### config.mk
export PLATFORM = sky130hd
export DESIGN_NAME = pmg_power_ctrl
export DESIGN_NICKNAME = d
export VERILOG_FILES = /design/src/hw/pmg_pkg.sv /design/src/hw/pmg_gain_filter.sv /design/src/hw/pmg_power_ctrl.sv
export SDC_FILE = /design/constraint.sdc
export NUM_CORES = 1
export LEC_CHECK = 0
export ABC_AREA = 1
export ABC_CLOCK_PERIOD_IN_PS = 4300
export BUFFER_PORTS_ARGS = -buffer_cell sky130_fd_sc_hd__buf_2
export CORE_AREA = 2 2 195 120
export DETAILED_ROUTE_END_ITERATION = 8
export DIE_AREA = 0 0 197 122
export HOLD_SLACK_MARGIN = 0.03
export PLACE_DENSITY = 0.69
export SLEW_MARGIN = 15
export SYNTH_ARGS = -nofsm -noshare
export SYNTH_HDL_FRONTEND = slang
export SYNTH_SLANG_ARGS = --single-unit
### constraint.sdc
create_clock -name clk -period 4.3 [get_ports clk]
set_input_delay 0.43 -clock clk [delete_from_list [all_inputs] [get_ports clk]]
set_output_delay 0.43 -clock clk [all_outputs]
set_load 0.01 [all_outputs]
### src/hw/pmg_pkg.sv
/*
 pmg_pkg: register map, fields, reset values, counts and mode type of the
 power mode and pump gain controller.
 Assumes a 100 MHz internal clock.
*/
package pmg_pkg;

    // ==========================================================
    // register map
    localparam logic [7:0] ADDR_DEVICE_CTRL = 8'h00;
    localparam logic [7:0] ADDR_TEMP_COMP = 8'h01;
    localparam logic [7:0] ADDR_GAIN_HYST = 8'h02;
    localparam logic [7:0] ADDR_GENERAL_CONFIG = 8'h36;
    localparam logic [7:0] ADDR_STATUS = 8'h3a;
    localparam logic [7:0] ADDR_SOFT_RESET = 8'h3d;
    localparam logic [7:0] SOFT_RESET_VALUE = 8'hff;

    // ==========================================================
    // field positions
    localparam int DEVICE_ON_BIT = 6;
    localparam int GAIN_SEL_LSB = 3;
    localparam int PWM_PS_BIT = 5;
    localparam int TC_MODE_BIT = 5;

    // ==========================================================
    // reset values
    localparam logic [7:0] DEVICE_CTRL_RESET = 8'h00;
    localparam logic [7:0] TEMP_COMP_RESET = 8'h00;
    localparam logic [7:0] GAIN_HYST_RESET = 8'h10;
    localparam logic [7:0] GENERAL_CONFIG_RESET = 8'h00;

    // ==========================================================
    // gain select encodings and pump gain outputs
    localparam logic [1:0] GSEL_OFF = 2'h0;
    localparam logic [1:0] GSEL_BYPASS = 2'h1;
    localparam logic [1:0] GSEL_BOOST = 2'h2;
    localparam logic [1:0] GSEL_AUTO = 2'h3;
    localparam logic [1:0] PUMP_OFF = 2'h0;
    localparam logic [1:0] PUMP_1X = 2'h1;
    localparam logic [1:0] PUMP_1P5X = 2'h2;

    // ==========================================================
    // timing
    localparam int CLK_PERIOD_NS = 10;
    localparam int STARTUP_TIME_US = 500;
    localparam int IDLE_FALLBACK_TIME_MS = 50;
    localparam int STARTUP_CYCLES = (STARTUP_TIME_US * 1000 + CLK_PERIOD_NS - 1) / CLK_PERIOD_NS;
    localparam int IDLE_FALLBACK_CYCLES = (IDLE_FALLBACK_TIME_MS * 1000000) / CLK_PERIOD_NS;
    localparam int PHASE_CYCLES = 8;
    localparam int DEAD_CYCLES = 1;
    localparam int TEMP_REF_C = 25;

    typedef enum logic [1:0] {
        MODE_STANDBY,
        MODE_STARTUP,
        MODE_NORMAL,
        MODE_POWER_SAVE
    } pmg_mode_t;

endpackage : pmg_pkg

### src/hw/pmg_gain_filter.sv
/*
 pmg_gain_filter: passes a change of its input once it has held for a
 programmable number of cycles.
 Assumes the input is synchronous to clk.
*/
`timescale 1ns/10ps
module pmg_gain_filter (
    input wire logic clk,
    input wire logic reset,
    input wire logic clk_en,
    input wire logic clear,
    input wire logic raw,
    input wire logic [7:0] hold_cycles,
    output logic filtered
);

    logic [7:0] count_q;

    // ==========================================================
    // hysteresis counter
    always_ff @(posedge clk or posedge reset) begin
        if (reset) begin
            count_q <= 8'h00;
            filtered <= 1'b0;
        end else if (clk_en) begin
            if (clear) begin
                count_q <= 8'h00;
                filtered <= 1'b0;
            end else if (raw == filtered) begin
                count_q <= 8'h00;
            end else if (count_q >= hold_cycles) begin
                count_q <= 8'h00;
                filtered <= raw;
            end else begin
                count_q <= count_q + 8'h01;
            end
        end
    end

endmodule : pmg_gain_filter

### src/hw/pmg_power_ctrl.sv
/*
 pmg_power_ctrl: operating mode sequencer and charge pump gain control.
 Assumes decoded register accesses on the reg_* ports and analog status
 inputs that are synchronous to clk.
*/
`timescale 1ns/10ps
module pmg_power_ctrl #(
    parameter int STARTUP_CYCLES = pmg_pkg::STARTUP_CYCLES,
    parameter int IDLE_FALLBACK_CYCLES = pmg_pkg::IDLE_FALLBACK_CYCLES
) (
    input wire logic clk,
    input wire logic reset,
    input wire logic clk_en,
    input wire logic enable_pin,
    input wire logic reg_wr_en,
    input wire logic reg_rd_en,
    input wire logic [7:0] reg_addr,
    input wire logic [7:0] reg_wdata,
    input wire logic overheat_shutdown,
    input wire logic [8:0] led_active,
    input wire logic pwm_off_phase,
    input wire logic [5:0] pumped_outputs_saturated,
    input wire logic battery_sufficient,
    input wire logic signed [7:0] temp_celsius,
    output logic [7:0] reg_rdata,
    output pmg_pkg::pmg_mode_t mode,
    output logic analog_on,
    output logic pwm_circuit_off,
    output logic [1:0] pump_gain,
    output logic pump_output_pulldown,
    output logic pump_charge_phase,
    output logic pump_pump_phase,
    output logic temp_comp_on,
    output logic signed [14:0] temp_comp
);

    localparam int PHASE_PERIOD = 2 * (pmg_pkg::PHASE_CYCLES + pmg_pkg::DEAD_CYCLES);

    logic [7:0] device_ctrl_q;
    logic [7:0] temp_comp_cfg_q;
    logic [7:0] gain_hyst_q;
    logic [7:0] general_config_q;
    pmg_pkg::pmg_mode_t prev_mode_q;
    logic [15:0] startup_cnt_q;
    logic [22:0] idle_cnt_q;
    logic [1:0] auto_gain_q;
    logic [4:0] phase_cnt_q;
    logic soft_reset;
    logic wr_ok;
    logic run_req;
    logic led_any;
    logic startup_done;
    logic idle_expired;
    logic [1:0] gain_sel;
    logic auto_sel;
    logic headroom_raw;
    logic headroom_low_f;
    logic battery_ok_f;
    logic wake_event;
    logic signed [8:0] temp_delta;
    logic signed [14:0] comp_product;

    function automatic logic reg_hit(input logic [7:0] addr, input logic [7:0] target);
        reg_hit = (addr == target);
    endfunction : reg_hit

    // ==========================================================
    // register writes
    assign soft_reset = reg_wr_en && reg_hit(reg_addr, pmg_pkg::ADDR_SOFT_RESET)
                        && (reg_wdata == pmg_pkg::SOFT_RESET_VALUE);
    // register writes other than the soft reset only work with the enable pin high; reads do not need it
    assign wr_ok = reg_wr_en && enable_pin;

    always_ff @(posedge clk or posedge reset) begin
        if (reset) begin
            device_ctrl_q <= pmg_pkg::DEVICE_CTRL_RESET;
            temp_comp_cfg_q <= pmg_pkg::TEMP_COMP_RESET;
            gain_hyst_q <= pmg_pkg::GAIN_HYST_RESET;
            general_config_q <= pmg_pkg::GENERAL_CONFIG_RESET;
        end else if (clk_en) begin
            if (soft_reset) begin
                device_ctrl_q <= pmg_pkg::DEVICE_CTRL_RESET;
                temp_comp_cfg_q <= pmg_pkg::TEMP_COMP_RESET;
                gain_hyst_q <= pmg_pkg::GAIN_HYST_RESET;
                general_config_q <= pmg_pkg::GENERAL_CONFIG_RESET;
            end else if (wr_ok) begin
                if (reg_hit(reg_addr, pmg_pkg::ADDR_DEVICE_CTRL)) begin
                    device_ctrl_q <= reg_wdata;
                end
                if (reg_hit(reg_addr, pmg_pkg::ADDR_TEMP_COMP)) begin
                    temp_comp_cfg_q <= reg_wdata;
                end
                if (reg_hit(reg_addr, pmg_pkg::ADDR_GAIN_HYST)) begin
                    gain_hyst_q <= reg_wdata;
                end
                if (reg_hit(reg_addr, pmg_pkg::ADDR_GENERAL_CONFIG)) begin
                    general_config_q <= reg_wdata;
                end
            end
        end
    end

    // ==========================================================
    // register reads
    always_ff @(posedge clk or posedge reset) begin
        if (reset) begin
            reg_rdata <= 8'h00;
        end else if (clk_en) begin
            if (reg_rd_en) begin
                case (reg_addr)
                    pmg_pkg::ADDR_DEVICE_CTRL: reg_rdata <= device_ctrl_q;
                    pmg_pkg::ADDR_TEMP_COMP: reg_rdata <= temp_comp_cfg_q;
                    pmg_pkg::ADDR_GAIN_HYST: reg_rdata <= gain_hyst_q;
                    pmg_pkg::ADDR_GENERAL_CONFIG: reg_rdata <= general_config_q;
                    pmg_pkg::ADDR_STATUS: reg_rdata <= {4'h0, pump_gain, mode};
                    default: reg_rdata <= 8'h00;
                endcase
            end
        end
    end

    // ==========================================================
    // mode sequencer
    assign run_req = device_ctrl_q[pmg_pkg::DEVICE_ON_BIT] && enable_pin;
    assign led_any = |led_active;
    assign startup_done = (startup_cnt_q >= 16'(STARTUP_CYCLES - 1));

    always_ff @(posedge clk or posedge reset) begin
        if (reset) begin
            mode <= pmg_pkg::MODE_STANDBY;
            startup_cnt_q <= 16'h0000;
        end else if (clk_en) begin
            // reset beats off, off beats startup, startup beats idle and run
            if (soft_reset) begin
                mode <= pmg_pkg::MODE_STANDBY;
                startup_cnt_q <= 16'h0000;
            end else if (!run_req) begin
                mode <= pmg_pkg::MODE_STANDBY;
                startup_cnt_q <= 16'h0000;
            end else begin
                case (mode)
                    pmg_pkg::MODE_STANDBY: begin
                        mode <= pmg_pkg::MODE_STARTUP;
                        startup_cnt_q <= 16'h0000;
                    end
                    pmg_pkg::MODE_STARTUP: begin
                        if (!startup_done) begin
                            startup_cnt_q <= startup_cnt_q + 16'h0001;
                        end else if (!overheat_shutdown) begin
                            mode <= led_any ? pmg_pkg::MODE_NORMAL : pmg_pkg::MODE_POWER_SAVE;
                        end
                    end
                    pmg_pkg::MODE_NORMAL: begin
                        if (overheat_shutdown) begin
                            mode <= pmg_pkg::MODE_STARTUP;
                        end else if (!led_any) begin
                            mode <= pmg_pkg::MODE_POWER_SAVE;
                        end
                    end
                    pmg_pkg::MODE_POWER_SAVE: begin
                        if (overheat_shutdown) begin
                            mode <= pmg_pkg::MODE_STARTUP;
                        end else if (led_any) begin
                            mode <= pmg_pkg::MODE_NORMAL;
                        end
                    end
                    default: begin
                        mode <= pmg_pkg::MODE_STANDBY;
                    end
                endcase
            end
        end
    end

    always_ff @(posedge clk or posedge reset) begin
        if (reset) begin
            prev_mode_q <= pmg_pkg::MODE_STANDBY;
        end else if (clk_en) begin
            prev_mode_q <= mode;
        end
    end

    // ==========================================================
    // analog enables and pwm power save
    always_ff @(posedge clk or posedge reset) begin
        if (reset) begin
            analog_on <= 1'b0;
            pwm_circuit_off <= 1'b0;
        end else if (clk_en) begin
            analog_on <= (mode == pmg_pkg::MODE_STARTUP) || (mode == pmg_pkg::MODE_NORMAL);
            pwm_circuit_off <= (mode == pmg_pkg::MODE_NORMAL) && general_config_q[pmg_pkg::PWM_PS_BIT]
                               && pwm_off_phase;
        end
    end

    // ==========================================================
    // automatic gain decision
    assign gain_sel = general_config_q[pmg_pkg::GAIN_SEL_LSB +: 2];
    assign auto_sel = (gain_sel == pmg_pkg::GSEL_AUTO);
    // battery-fed outputs are not part of the headroom check
    assign headroom_raw = |pumped_outputs_saturated;
    assign idle_expired = (idle_cnt_q > 23'(IDLE_FALLBACK_CYCLES));

    pmg_gain_filter u_headroom_filter (
        .clk(clk),
        .reset(reset),
        .clk_en(clk_en),
        .clear(!auto_sel),
        .raw(headroom_raw),
        .hold_cycles(gain_hyst_q),
        .filtered(headroom_low_f)
    );

    pmg_gain_filter u_battery_filter (
        .clk(clk),
        .reset(reset),
        .clk_en(clk_en),
        .clear(!auto_sel),
        .raw(battery_sufficient),
        .hold_cycles(gain_hyst_q),
        .filtered(battery_ok_f)
    );

    always_ff @(posedge clk or posedge reset) begin
        if (reset) begin
            idle_cnt_q <= 23'h000000;
        end else if (clk_en) begin
            if (led_any || soft_reset) begin
                idle_cnt_q <= 23'h000000;
            end else if (!idle_expired) begin
                idle_cnt_q <= idle_cnt_q + 23'h000001;
            end
        end
    end

    always_ff @(posedge clk or posedge reset) begin
        if (reset) begin
            auto_gain_q <= pmg_pkg::PUMP_1X;
        end else if (clk_en) begin
            if (!auto_sel || soft_reset) begin
                auto_gain_q <= pmg_pkg::PUMP_1X;
            end else if (idle_expired) begin
                auto_gain_q <= pmg_pkg::PUMP_1X;
            end else if (headroom_low_f) begin
                auto_gain_q <= pmg_pkg::PUMP_1P5X;
            end else if (battery_ok_f) begin
                auto_gain_q <= pmg_pkg::PUMP_1X;
            end
        end
    end

    // ==========================================================
    // pump gain output
    always_ff @(posedge clk or posedge reset) begin
        if (reset) begin
            pump_gain <= pmg_pkg::PUMP_OFF;
            pump_output_pulldown <= 1'b1;
        end else if (clk_en) begin
            pump_output_pulldown <= (gain_sel == pmg_pkg::GSEL_OFF);
            if (mode != pmg_pkg::MODE_NORMAL) begin
                pump_gain <= pmg_pkg::PUMP_OFF;
            end else begin
                case (gain_sel)
                    pmg_pkg::GSEL_OFF: pump_gain <= pmg_pkg::PUMP_OFF;
                    pmg_pkg::GSEL_BYPASS: pump_gain <= pmg_pkg::PUMP_1X;
                    pmg_pkg::GSEL_BOOST: pump_gain <= pmg_pkg::PUMP_1P5X;
                    default: pump_gain <= auto_gain_q;
                endcase
            end
        end
    end

    // ==========================================================
    // two-phase non-overlapping pump clock
    always_ff @(posedge clk or posedge reset) begin
        if (reset) begin
            phase_cnt_q <= 5'h00;
            pump_charge_phase <= 1'b0;
            pump_pump_phase <= 1'b0;
        end else if (clk_en) begin
            if (pump_gain != pmg_pkg::PUMP_1P5X) begin
                phase_cnt_q <= 5'h00;
                pump_charge_phase <= 1'b0;
                pump_pump_phase <= 1'b0;
            end else begin
                if (phase_cnt_q == 5'(PHASE_PERIOD - 1)) begin
                    phase_cnt_q <= 5'h00;
                end else begin
                    phase_cnt_q <= phase_cnt_q + 5'h01;
                end
                // dead cycles between phases keep them from overlapping
                pump_charge_phase <= (phase_cnt_q < 5'(pmg_pkg::PHASE_CYCLES));
                pump_pump_phase <= (phase_cnt_q >= 5'(pmg_pkg::PHASE_CYCLES + pmg_pkg::DEAD_CYCLES))
                                   && (phase_cnt_q < 5'(2 * pmg_pkg::PHASE_CYCLES + pmg_pkg::DEAD_CYCLES));
            end
        end
    end

    // ==========================================================
    // temperature compensation
    assign wake_event = (prev_mode_q == pmg_pkg::MODE_POWER_SAVE) && (mode == pmg_pkg::MODE_NORMAL);
    assign temp_delta = $signed({temp_celsius[7], temp_celsius}) - 9'(pmg_pkg::TEMP_REF_C);
    assign comp_product = 15'($signed({1'b0, temp_comp_cfg_q[4:0]}) * temp_delta);

    always_ff @(posedge clk or posedge reset) begin
        if (reset) begin
            temp_comp_on <= 1'b0;
            temp_comp <= 15'sh0000;
        end else if (clk_en) begin
            temp_comp_on <= (temp_comp_cfg_q[4:0] != 5'h00);
            if (temp_comp_cfg_q[4:0] == 5'h00) begin
                temp_comp <= 15'sh0000;
            end else if (mode == pmg_pkg::MODE_NORMAL
                         && (!temp_comp_cfg_q[pmg_pkg::TC_MODE_BIT] || wake_event)) begin
                temp_comp <= comp_product;
            end
        end
    end

endmodule : pmg_power_ctrl

==> impl_metrics.env, run 1 <==
export IMPL_firstDrtPassIters=5
export IMPL_vias=8930
export IMPL_grt_setup_unrepaired="false"
export IMPL_worst_hold_path_type="in2async"
export IMPL_synth_nets=1437
export IMPL_p_per_area_nw_per_um2=416
export IMPL_r2r_start="temp_comp_cfg_q[0]$_DFFE_PP0P_"
export IMPL_gp_congestion=0.907
export IMPL_grt_max_degree=85
export IMPL_dp_hpwl_um=19200
export IMPL_slowest_delay_ns=0.52
export IMPL_synth_seq_cells=131
export IMPL_crit_fanout=6
export IMPL_fin_crit_ns=4.04
export IMPL_clkSinkCount=131
export IMPL_ys_warn_count=0
export IMPL_power_static_leakage_nw=5.73
export IMPL_netlist_instances=1304
export IMPL_cts_buffers=17
export IMPL_grt_total_usage=0.222
export IMPL_io_pins=81
export IMPL_cp_top_family="adder cells"
export IMPL_clock_skew_ns=0.00732
export IMPL_synth_ff_type="dfrtp_1"
export IMPL_slew_headroom=0.316
export IMPL_layout_nets=1542
export IMPL_placed_cells=1682
export IMPL_ys_seq_area_frac=0.339
export IMPL_fmax_ghz=0.248
export IMPL_avgSynthCellArea_um2=7.43
export IMPL_p_total_mw=4.65
export IMPL_portBuffers=80
export IMPL_setup_worst_path_start_class="input pin"
export IMPL_num_rows=43
export IMPL_drtIter0Drc=700
export IMPL_setup_violations=0
export IMPL_max_cap_viol_count=0
export IMPL_synth_edf_count=0
export IMPL_combPwrFrac=0.375
export IMPL_required_ns=4.62
export IMPL_grt_pass1_wl_um=42000
export IMPL_hold_violations=0
export IMPL_fin_cells=1714
export IMPL_cts_tree="yes"
export IMPL_crit_path_start="temp_celsius[0]"
export IMPL_slowest_stage="fa_1"
export IMPL_crit_top_cell="nand2_1"
export IMPL_path_cells="buf_2 -> inv_1 -> ha_1 -> a21oi_1 -> nand2_1 -> nand2_1 -> inv_1 -> nand2_1 -> inv_1 -> nor2_2 -> nor2_1 -> fa_1 -> fa_1 -> inv_1 -> fa_1 -> inv_1 -> ha_1 -> a21o_1 -> nand2_1 -> nand3_2 -> a21oi_1 -> nand2_1 -> nand3_1 -> nand2_1"
export IMPL_critPathCaptureType="register"
export IMPL_antenna_found_initial=0
export IMPL_die_area_um2=24000
export IMPL_mostFrequentLayoutCells="nand2_1, inv_1, nor2_1, dfrtp_1, nand3_1"
export IMPL_seq_power_share=0.289
export IMPL_utilization=0.497
export IMPL_synth_cell_types=48
export IMPL_netlist_area_um2=9690
export IMPL_viasPerCell=5.21
export IMPL_wirelength_um=25500
export IMPL_clockRootBuffer="clkbuf_16"
export IMPL_slew_violations=0
export IMPL_overflow=0
export IMPL_drc=0
export IMPL_wl_per_cell_um=14.9
export IMPL_area_growth_synth_to_final_pct=15.4
export IMPL_ant_nets=0
export IMPL_final_common_cell="nand2_1"
export IMPL_timing_final_crit_share=0.939
export IMPL_num_antenna_cells=0
export IMPL_tightestPinTransition_ns=1.02
export IMPL_grt_pass1_vias=8082
export IMPL_core_um2=22500
export IMPL_clk_latency_ns=0.43
export IMPL_async_flop_share=1.00
export IMPL_cts_max_path_buffers=2
export IMPL_switching_share=0.347
export IMPL_crit_type="in2reg"
export IMPL_path_buf_inv=6
export IMPL_h_tree_depth=4
export IMPL_run_status="finished, final reports clean"
export IMPL_power_share_clock=0.337
export IMPL_internal_power_mw=3.04
export IMPL_ir_drop_mv=0.279
export IMPL_path_clk_slew_ns=0.06
export IMPL_dieHeight_um=122
export IMPL_cp_arrival_ns=4.36
export IMPL_p_sw_mw=1.61
export IMPL_drive_gt1_frac=0.146
export IMPL_die_w_um=197
export IMPL_start_util=0.431
## metal layers
| metal | share of wire | wire (µm) | global-route usage | vias up |
|---|---|---|---|---|
| met2 | 0.40 | 10200 | 0.311 | 259 |
| met3 | 0.062 | 1580 | 0.0404 | 26 |
| met1 | 0.53 | 13500 | 0.352 | 4219 |
| li1 | - | - | - | 4426 |
| met4 | 0.0089 | 227 | 0.0418 | 0 |
| met5 | 0 | 0 | 0 | - |
## final cells by class
| cell class | instances | area (µm²) |
|---|---|---|
| inverter | 177 | 669 |
| multi-input combinational | 967 | 5580 |
| clock inverter | 12 | 179 |
| clock buffer | 20 | 447 |
| tap | 292 | 365 |
| timing repair buffer | 115 | 663 |
| sequential | 131 | 3280 |
| fill | 2170 | 11300 |
## power by group through the flow
stage | Combinational (mW) | Sequential, mW | Clock, mW
2_1_floorplan | 1.15 | 1.35 | 0
3_3_place_gp | 1.67 | 1.36 | 0
3_5_place_dp | 1.71 | 1.36 | 0
4_1_cts | 1.72 | 1.34 | 1.59
5_1_grt | 1.98 | 1.35 | 1.65
6_report | 1.74 | 1.34 | 1.57
## metrics by stage
step	cell area, µm²	setup WS [ns]	hold slack, ns	TNS, ns
6_report	11200	0.260	0.146	0
5_1_grt	11200	0.0102	0.209	0
4_1_cts	11200	0.216	0.191	0
3_5_place_dp	10500	-0.223	0.459	-1.03
3_3_place_gp	10500	-0.165	0.452	-0.603
2_1_floorplan	9690	0.197	0.437	0
## logic make-up after synthesis
family                   after synthesis  share of synthesized area
flip-flops                           131                      0.339
adder cells (fa/ha/maj)               85                      0.130
AND/OR/NAND/NOR                      680                      0.308
XOR/XNOR                              39                     0.0352
buffers and inverters                206                     0.0874
AO/OA/AOI/OAI                        163                      0.101
## worst paths after layout
| kind | endpoint | slack [ns] | depth (start not counted) |
|---|---|---|---|
| max | temp_comp[14]$_DFFE_PP0P_ | 0.26 | 24 |
| min | reg_rdata[5]$_DFFE_PP0P_ | 0.15 | 2 |
| max reg2reg | temp_comp[14]$_DFFE_PP0P_ | 0.44 | 14 |
| min reg2reg | auto_gain_q[0]$_DFFE_PP1P_ | 0.47 | 2 |
| max in group asynchronous | gain_hyst_q[4]$_DFFE_PP1P_ | 3.22 | 3 |
| min in group clk | gain_hyst_q[4]$_DFFE_PP1P_ | 0.28 | 3 |
## cell usage after synthesis (6+ instances only)
library cell	number	area [µm²]
clkbuf_1	14	52.6
ha_1	59	738
inv_1	168	631
o21ai_1	11	55.1
a21oi_1	54	270
nand2_1	336	1260
nand3_1	93	465
o22ai_1	11	68.8
o21ai_0	50	250
nor3_1	36	180
dfrtp_1	128	3200
nor2_2	6	37.5
inv_2	8	30.0
xnor2_1	12	105
nand4_1	27	169
nand3b_1	7	52.6
nor2_1	144	541
fa_1	26	521
o21ai_2	14	123
xor2_1	27	236
buf_6	8	90.1
## state kept, by name, indices dropped and copies added (netlist names), 5 cells and up
signal	count
temp_comp	15
device_ctrl_q	8
reg_rdata	8
u_battery_filter.count_q	8
u_headroom_filter.count_q	8
gain_hyst_q	8
general_config_q	8
phase_cnt_q	5
startup_cnt_q	16
temp_comp_cfg_q	8
idle_cnt_q	23
## worst reg2reg max path, delay by kind of cell, from the launching register on
kind / cells / cell delay, ns
adder cells (fa/ha/maj): 4 / 1.81
AND/OR/NAND/NOR: 5 / 0.72
buffers and inverters: 3 / 0.47
flip-flops: 1 / 0.38
AO/OA/AOI/OAI: 2 / 0.38
## repair_timing
| action | 4_1_cts | 5_1_grt |
|---|---|---|
| buffers inserted | 0 | 0 |
| resized for setup | 0 | 5 |
| hold buffers | 0 | 0 |
| setup endpoints to repair | 0 | 5 |
(Power assumes the default switching activity.)
==> inputs of run 2 (changes only) <==
--- a/config.mk
+++ b/config.mk
@@ -5,14 +5,14 @@
 export SDC_FILE = /design/constraint.sdc
 export NUM_CORES = 1
 export LEC_CHECK = 0
-export ABC_AREA = 1
 export ABC_CLOCK_PERIOD_IN_PS = 4300
 export BUFFER_PORTS_ARGS = -buffer_cell sky130_fd_sc_hd__buf_2
-export CORE_AREA = 2 2 195 120
+export CORE_AREA = 2 2 187 116
 export DETAILED_ROUTE_END_ITERATION = 8
-export DIE_AREA = 0 0 197 122
+export DIE_AREA = 0 0 189 118
 export HOLD_SLACK_MARGIN = 0.03
 export PLACE_DENSITY = 0.69
+export REMOVE_ABC_BUFFERS = 1
 export SLEW_MARGIN = 15
 export SYNTH_ARGS = -nofsm -noshare
 export SYNTH_HDL_FRONTEND = slang
==> run 2 against run 1 <==
  * Area after synthesis decreased by 8.1%
  * Final cell count is 19% lower
  * Largest power group is now the clock network
  * Total power shrank 36%
  * Design area decreased by 4.5%
  * Via count is 13% lower
  * Core utilization up 2.2 points
  * Global-route usage decreased by 0.59 points
  * Clock power down 4%
  * First-iteration DRC count is 0.29% higher
  * Sequential share of layout area grew 1.4 points
==> impl_metrics.env, run 2 <==
export IMPL_grt_pass1_wl_um=38100
export IMPL_clkSinkCount=131
export IMPL_synth_most_common_cell="dfrtp_1"
export IMPL_avgSynthCellArea_um2=9.09
export IMPL_yosysTopAreaCellShare=0.360
export IMPL_antenna_found_initial=0
export IMPL_drive_gt1_frac=0.194
export IMPL_timing_final_crit_share=0.976
export IMPL_layout_nets=1232
export IMPL_wirelength_um=23700
export IMPL_critPathCaptureType="register"
export IMPL_run_status="finished, final reports clean"
export IMPL_required_ns=4.62
export IMPL_hold_ws_ns=0.214
export IMPL_grt_total_usage=0.216
export IMPL_p_per_area_nw_per_um2=279
export IMPL_setup_violations=0
export IMPL_path_clk_slew_ns=0.06
export IMPL_synth_common_cells="dfrtp_1, o21ai_0, nand2_1"
export IMPL_vias=7734
export IMPL_netlist_instances=979
export IMPL_ant_nets=0
export IMPL_regMostFlops="idle_cnt_q"
export IMPL_overflow=0
export IMPL_drc=0
export IMPL_crit_type="in2reg"
export IMPL_ys_top_cells_by_area="dfrtp_1, ha_1, fa_1"
export IMPL_cp_arrival_ns=4.51
export IMPL_tightestPinTransition_ns=0.999
export IMPL_core_um2=20600
export IMPL_die_w_um=189
export IMPL_clock_skew_ns=0.00980
export IMPL_grt_pass1_vias=7184
export IMPL_hold_buffers=0
export IMPL_fin_crit_ns=4.20
export IMPL_crit_fanout=3
export IMPL_utilization=0.519
export IMPL_path_cells="buf_2 -> inv_2 -> ha_4 -> nand2b_4 -> a31oi_4 -> xnor2_4 -> nor2b_2 -> fa_1 -> fa_1 -> inv_2 -> fa_1 -> inv_2 -> ha_4 -> buf_4 -> a221o_1 -> nor4_2 -> buf_4 -> o21bai_1 -> xor2_1 -> a22o_1"
export IMPL_cts_tree="yes"
export IMPL_slowest_delay_ns=0.57
export IMPL_num_rows=41
export IMPL_viasPerCell=5.56
export IMPL_dieHeight_um=118
export IMPL_io_pins=81
export IMPL_clk_latency_ns=0.43
export IMPL_wl_per_cell_um=17.0
export IMPL_dp_hpwl_um=17200
export IMPL_power_static_leakage_nw=5.20
export IMPL_grt_max_degree=107
export IMPL_h_tree_depth=4
export IMPL_slew_headroom=0.329
export IMPL_largest_reg_flops=23
export IMPL_synth_top_cell_by_area="dfrtp_1"
export IMPL_slowest_stage="fa_1"
export IMPL_area_growth_synth_to_final_pct=20.0
export IMPL_fmax_ghz=0.238
export IMPL_top_regs="idle_cnt_q x23, startup_cnt_q x16, temp_comp x15"
export IMPL_drtIter0Drc=702
export IMPL_cts_buffers=17
export IMPL_cts_max_path_buffers=2
export IMPL_ys_seq_area_frac=0.369
export IMPL_clockRootBuffer="clkbuf_16"
export IMPL_firstDrtPassIters=5
export IMPL_start_util=0.433
export IMPL_num_antenna_cells=0
export IMPL_portBuffers=80
export IMPL_die_area_um2=22300
export IMPL_slew_violations=0
export IMPL_hold_violations=0
export IMPL_synth_seq_cells=131
export IMPL_ys_warn_count=0
export IMPL_synth_cell_types=76
export IMPL_ir_drop_mv=0.302
export IMPL_max_cap_viol_count=0
export IMPL_final_common_cell="dfrtp_1"
export IMPL_synth_edf_count=0
export IMPL_gp_congestion=0.856
export IMPL_synth_ff_type="dfrtp_1"
export IMPL_netlist_area_um2=8900
export IMPL_async_flop_share=1.00
export IMPL_setup_worst_path_start_class="input pin"
export IMPL_mostFrequentLayoutCells="dfrtp_1, o21ai_0, nand2_1, inv_1, buf_2"
export IMPL_worst_hold_path_type="in2async"
==> run 2: per-stage QoR <==
stage          total power, mW  setup TNS, ns  setup slack, ns  instance area (µm²)  std cells
2_1_floorplan             1.37          -1.09           -0.278                 8750        943
3_5_place_dp              1.48          -3.54           -0.640                 9910       1357
5_1_grt                   3.09         -0.149          -0.0591                10700       1391
3_3_place_gp              1.47          -2.82           -0.529                 9910       1357
4_1_cts                   2.99        -0.0144          -0.0144                10600       1389
6_report                  2.98              0            0.102                10700       1391
==> run 2: kinds of logic (layout without fill, tap and decap cells) <==
| family | Yosys count | in the layout | share of synthesized area |
|---|---|---|---|
| muxes | 14 | 14 | 0.0170 |
| adders and majority gates | 85 | 85 | 0.141 |
| AOI/OAI and AO/OA | 259 | 259 | 0.190 |
| buffers and inverters | 123 | 256 | 0.0541 |
| DFF | 131 | 131 | 0.369 |
| and+or+nand+nor | 335 | 335 | 0.198 |
| xor gates and xnor gates | 32 | 32 | 0.0315 |
==> run 2: path summary, 6_finish.rpt <==
| path | cells after the start | start | endpoint | slack [ns] |
|---|---|---|---|---|
| worst min-delay path | 2 | reset | startup_cnt_q[9]$_DFFE_PP0P_ | 0.21 |
| min in group clk | 3 | pwm_off_phase | pwm_circuit_off$_DFFE_PP0P_ | 0.29 |
| max in group asynchronous | 3 | reset | gain_hyst_q[4]$_DFFE_PP1P_ | 3.09 |
| worst max register to register | 14 | temp_comp_cfg_q[2]$_DFFE_PP0P_ | temp_comp[12]$_DFFE_PP0P_ | 0.20 |
| worst min register to register | 1 | pump_charge_phase$_DFFE_PP0P_ | pump_charge_phase$_DFFE_PP0P_ | 0.48 |
| worst max-delay path | 20 | temp_celsius[1] | temp_comp[12]$_DFFE_PP0P_ | 0.10 |
==> run 2: where the power goes <==
part           switching, mW  total (mW)  internal (mW)
Combinational          0.144       0.229         0.0844
Sequential           0.00617        1.25           1.24
Clock                  0.555        1.51          0.952
==> run 2: worst max-delay path, delay by kind of cell <==
family                     cells  cell delay [ns]
AOI/OAI and AO/OA              4             0.87
xor gates and xnor gates       2             0.31
and+or+nand+nor                3             0.37
buffers and inverters          6             0.58
adders and majority gates      5             1.93
==> run 2: routing by layer <==
layer  global-route usage  vias up  wire [µm]
met4               0.0420        0        190
met3               0.0429       18       1540
li1                     -     3726          -
met5                    0        -          0
met1                0.354     3709      12600
met2                0.286      281       9420
==> run 2: repair_timing <==
action | in CTS | in global routing
gates cloned | 0 | 0
endpoints found under the setup margin | 5 | 6
gates resized for setup | 7 | 26
pin swaps | 1 | 18
buffers inserted | 0 | 2
==> run 2: final cells by class <==
| cell class | count | area, µm² |
|---|---|---|
| tap | 279 | 349 |
| clock inverter | 10 | 130 |
| inverter | 87 | 334 |
| fill | 1897 | 9890 |
| clock buffer | 22 | 474 |
| timing repair buffer | 137 | 831 |
| sequential | 131 | 3280 |
| multi-input combinational | 725 | 5280 |
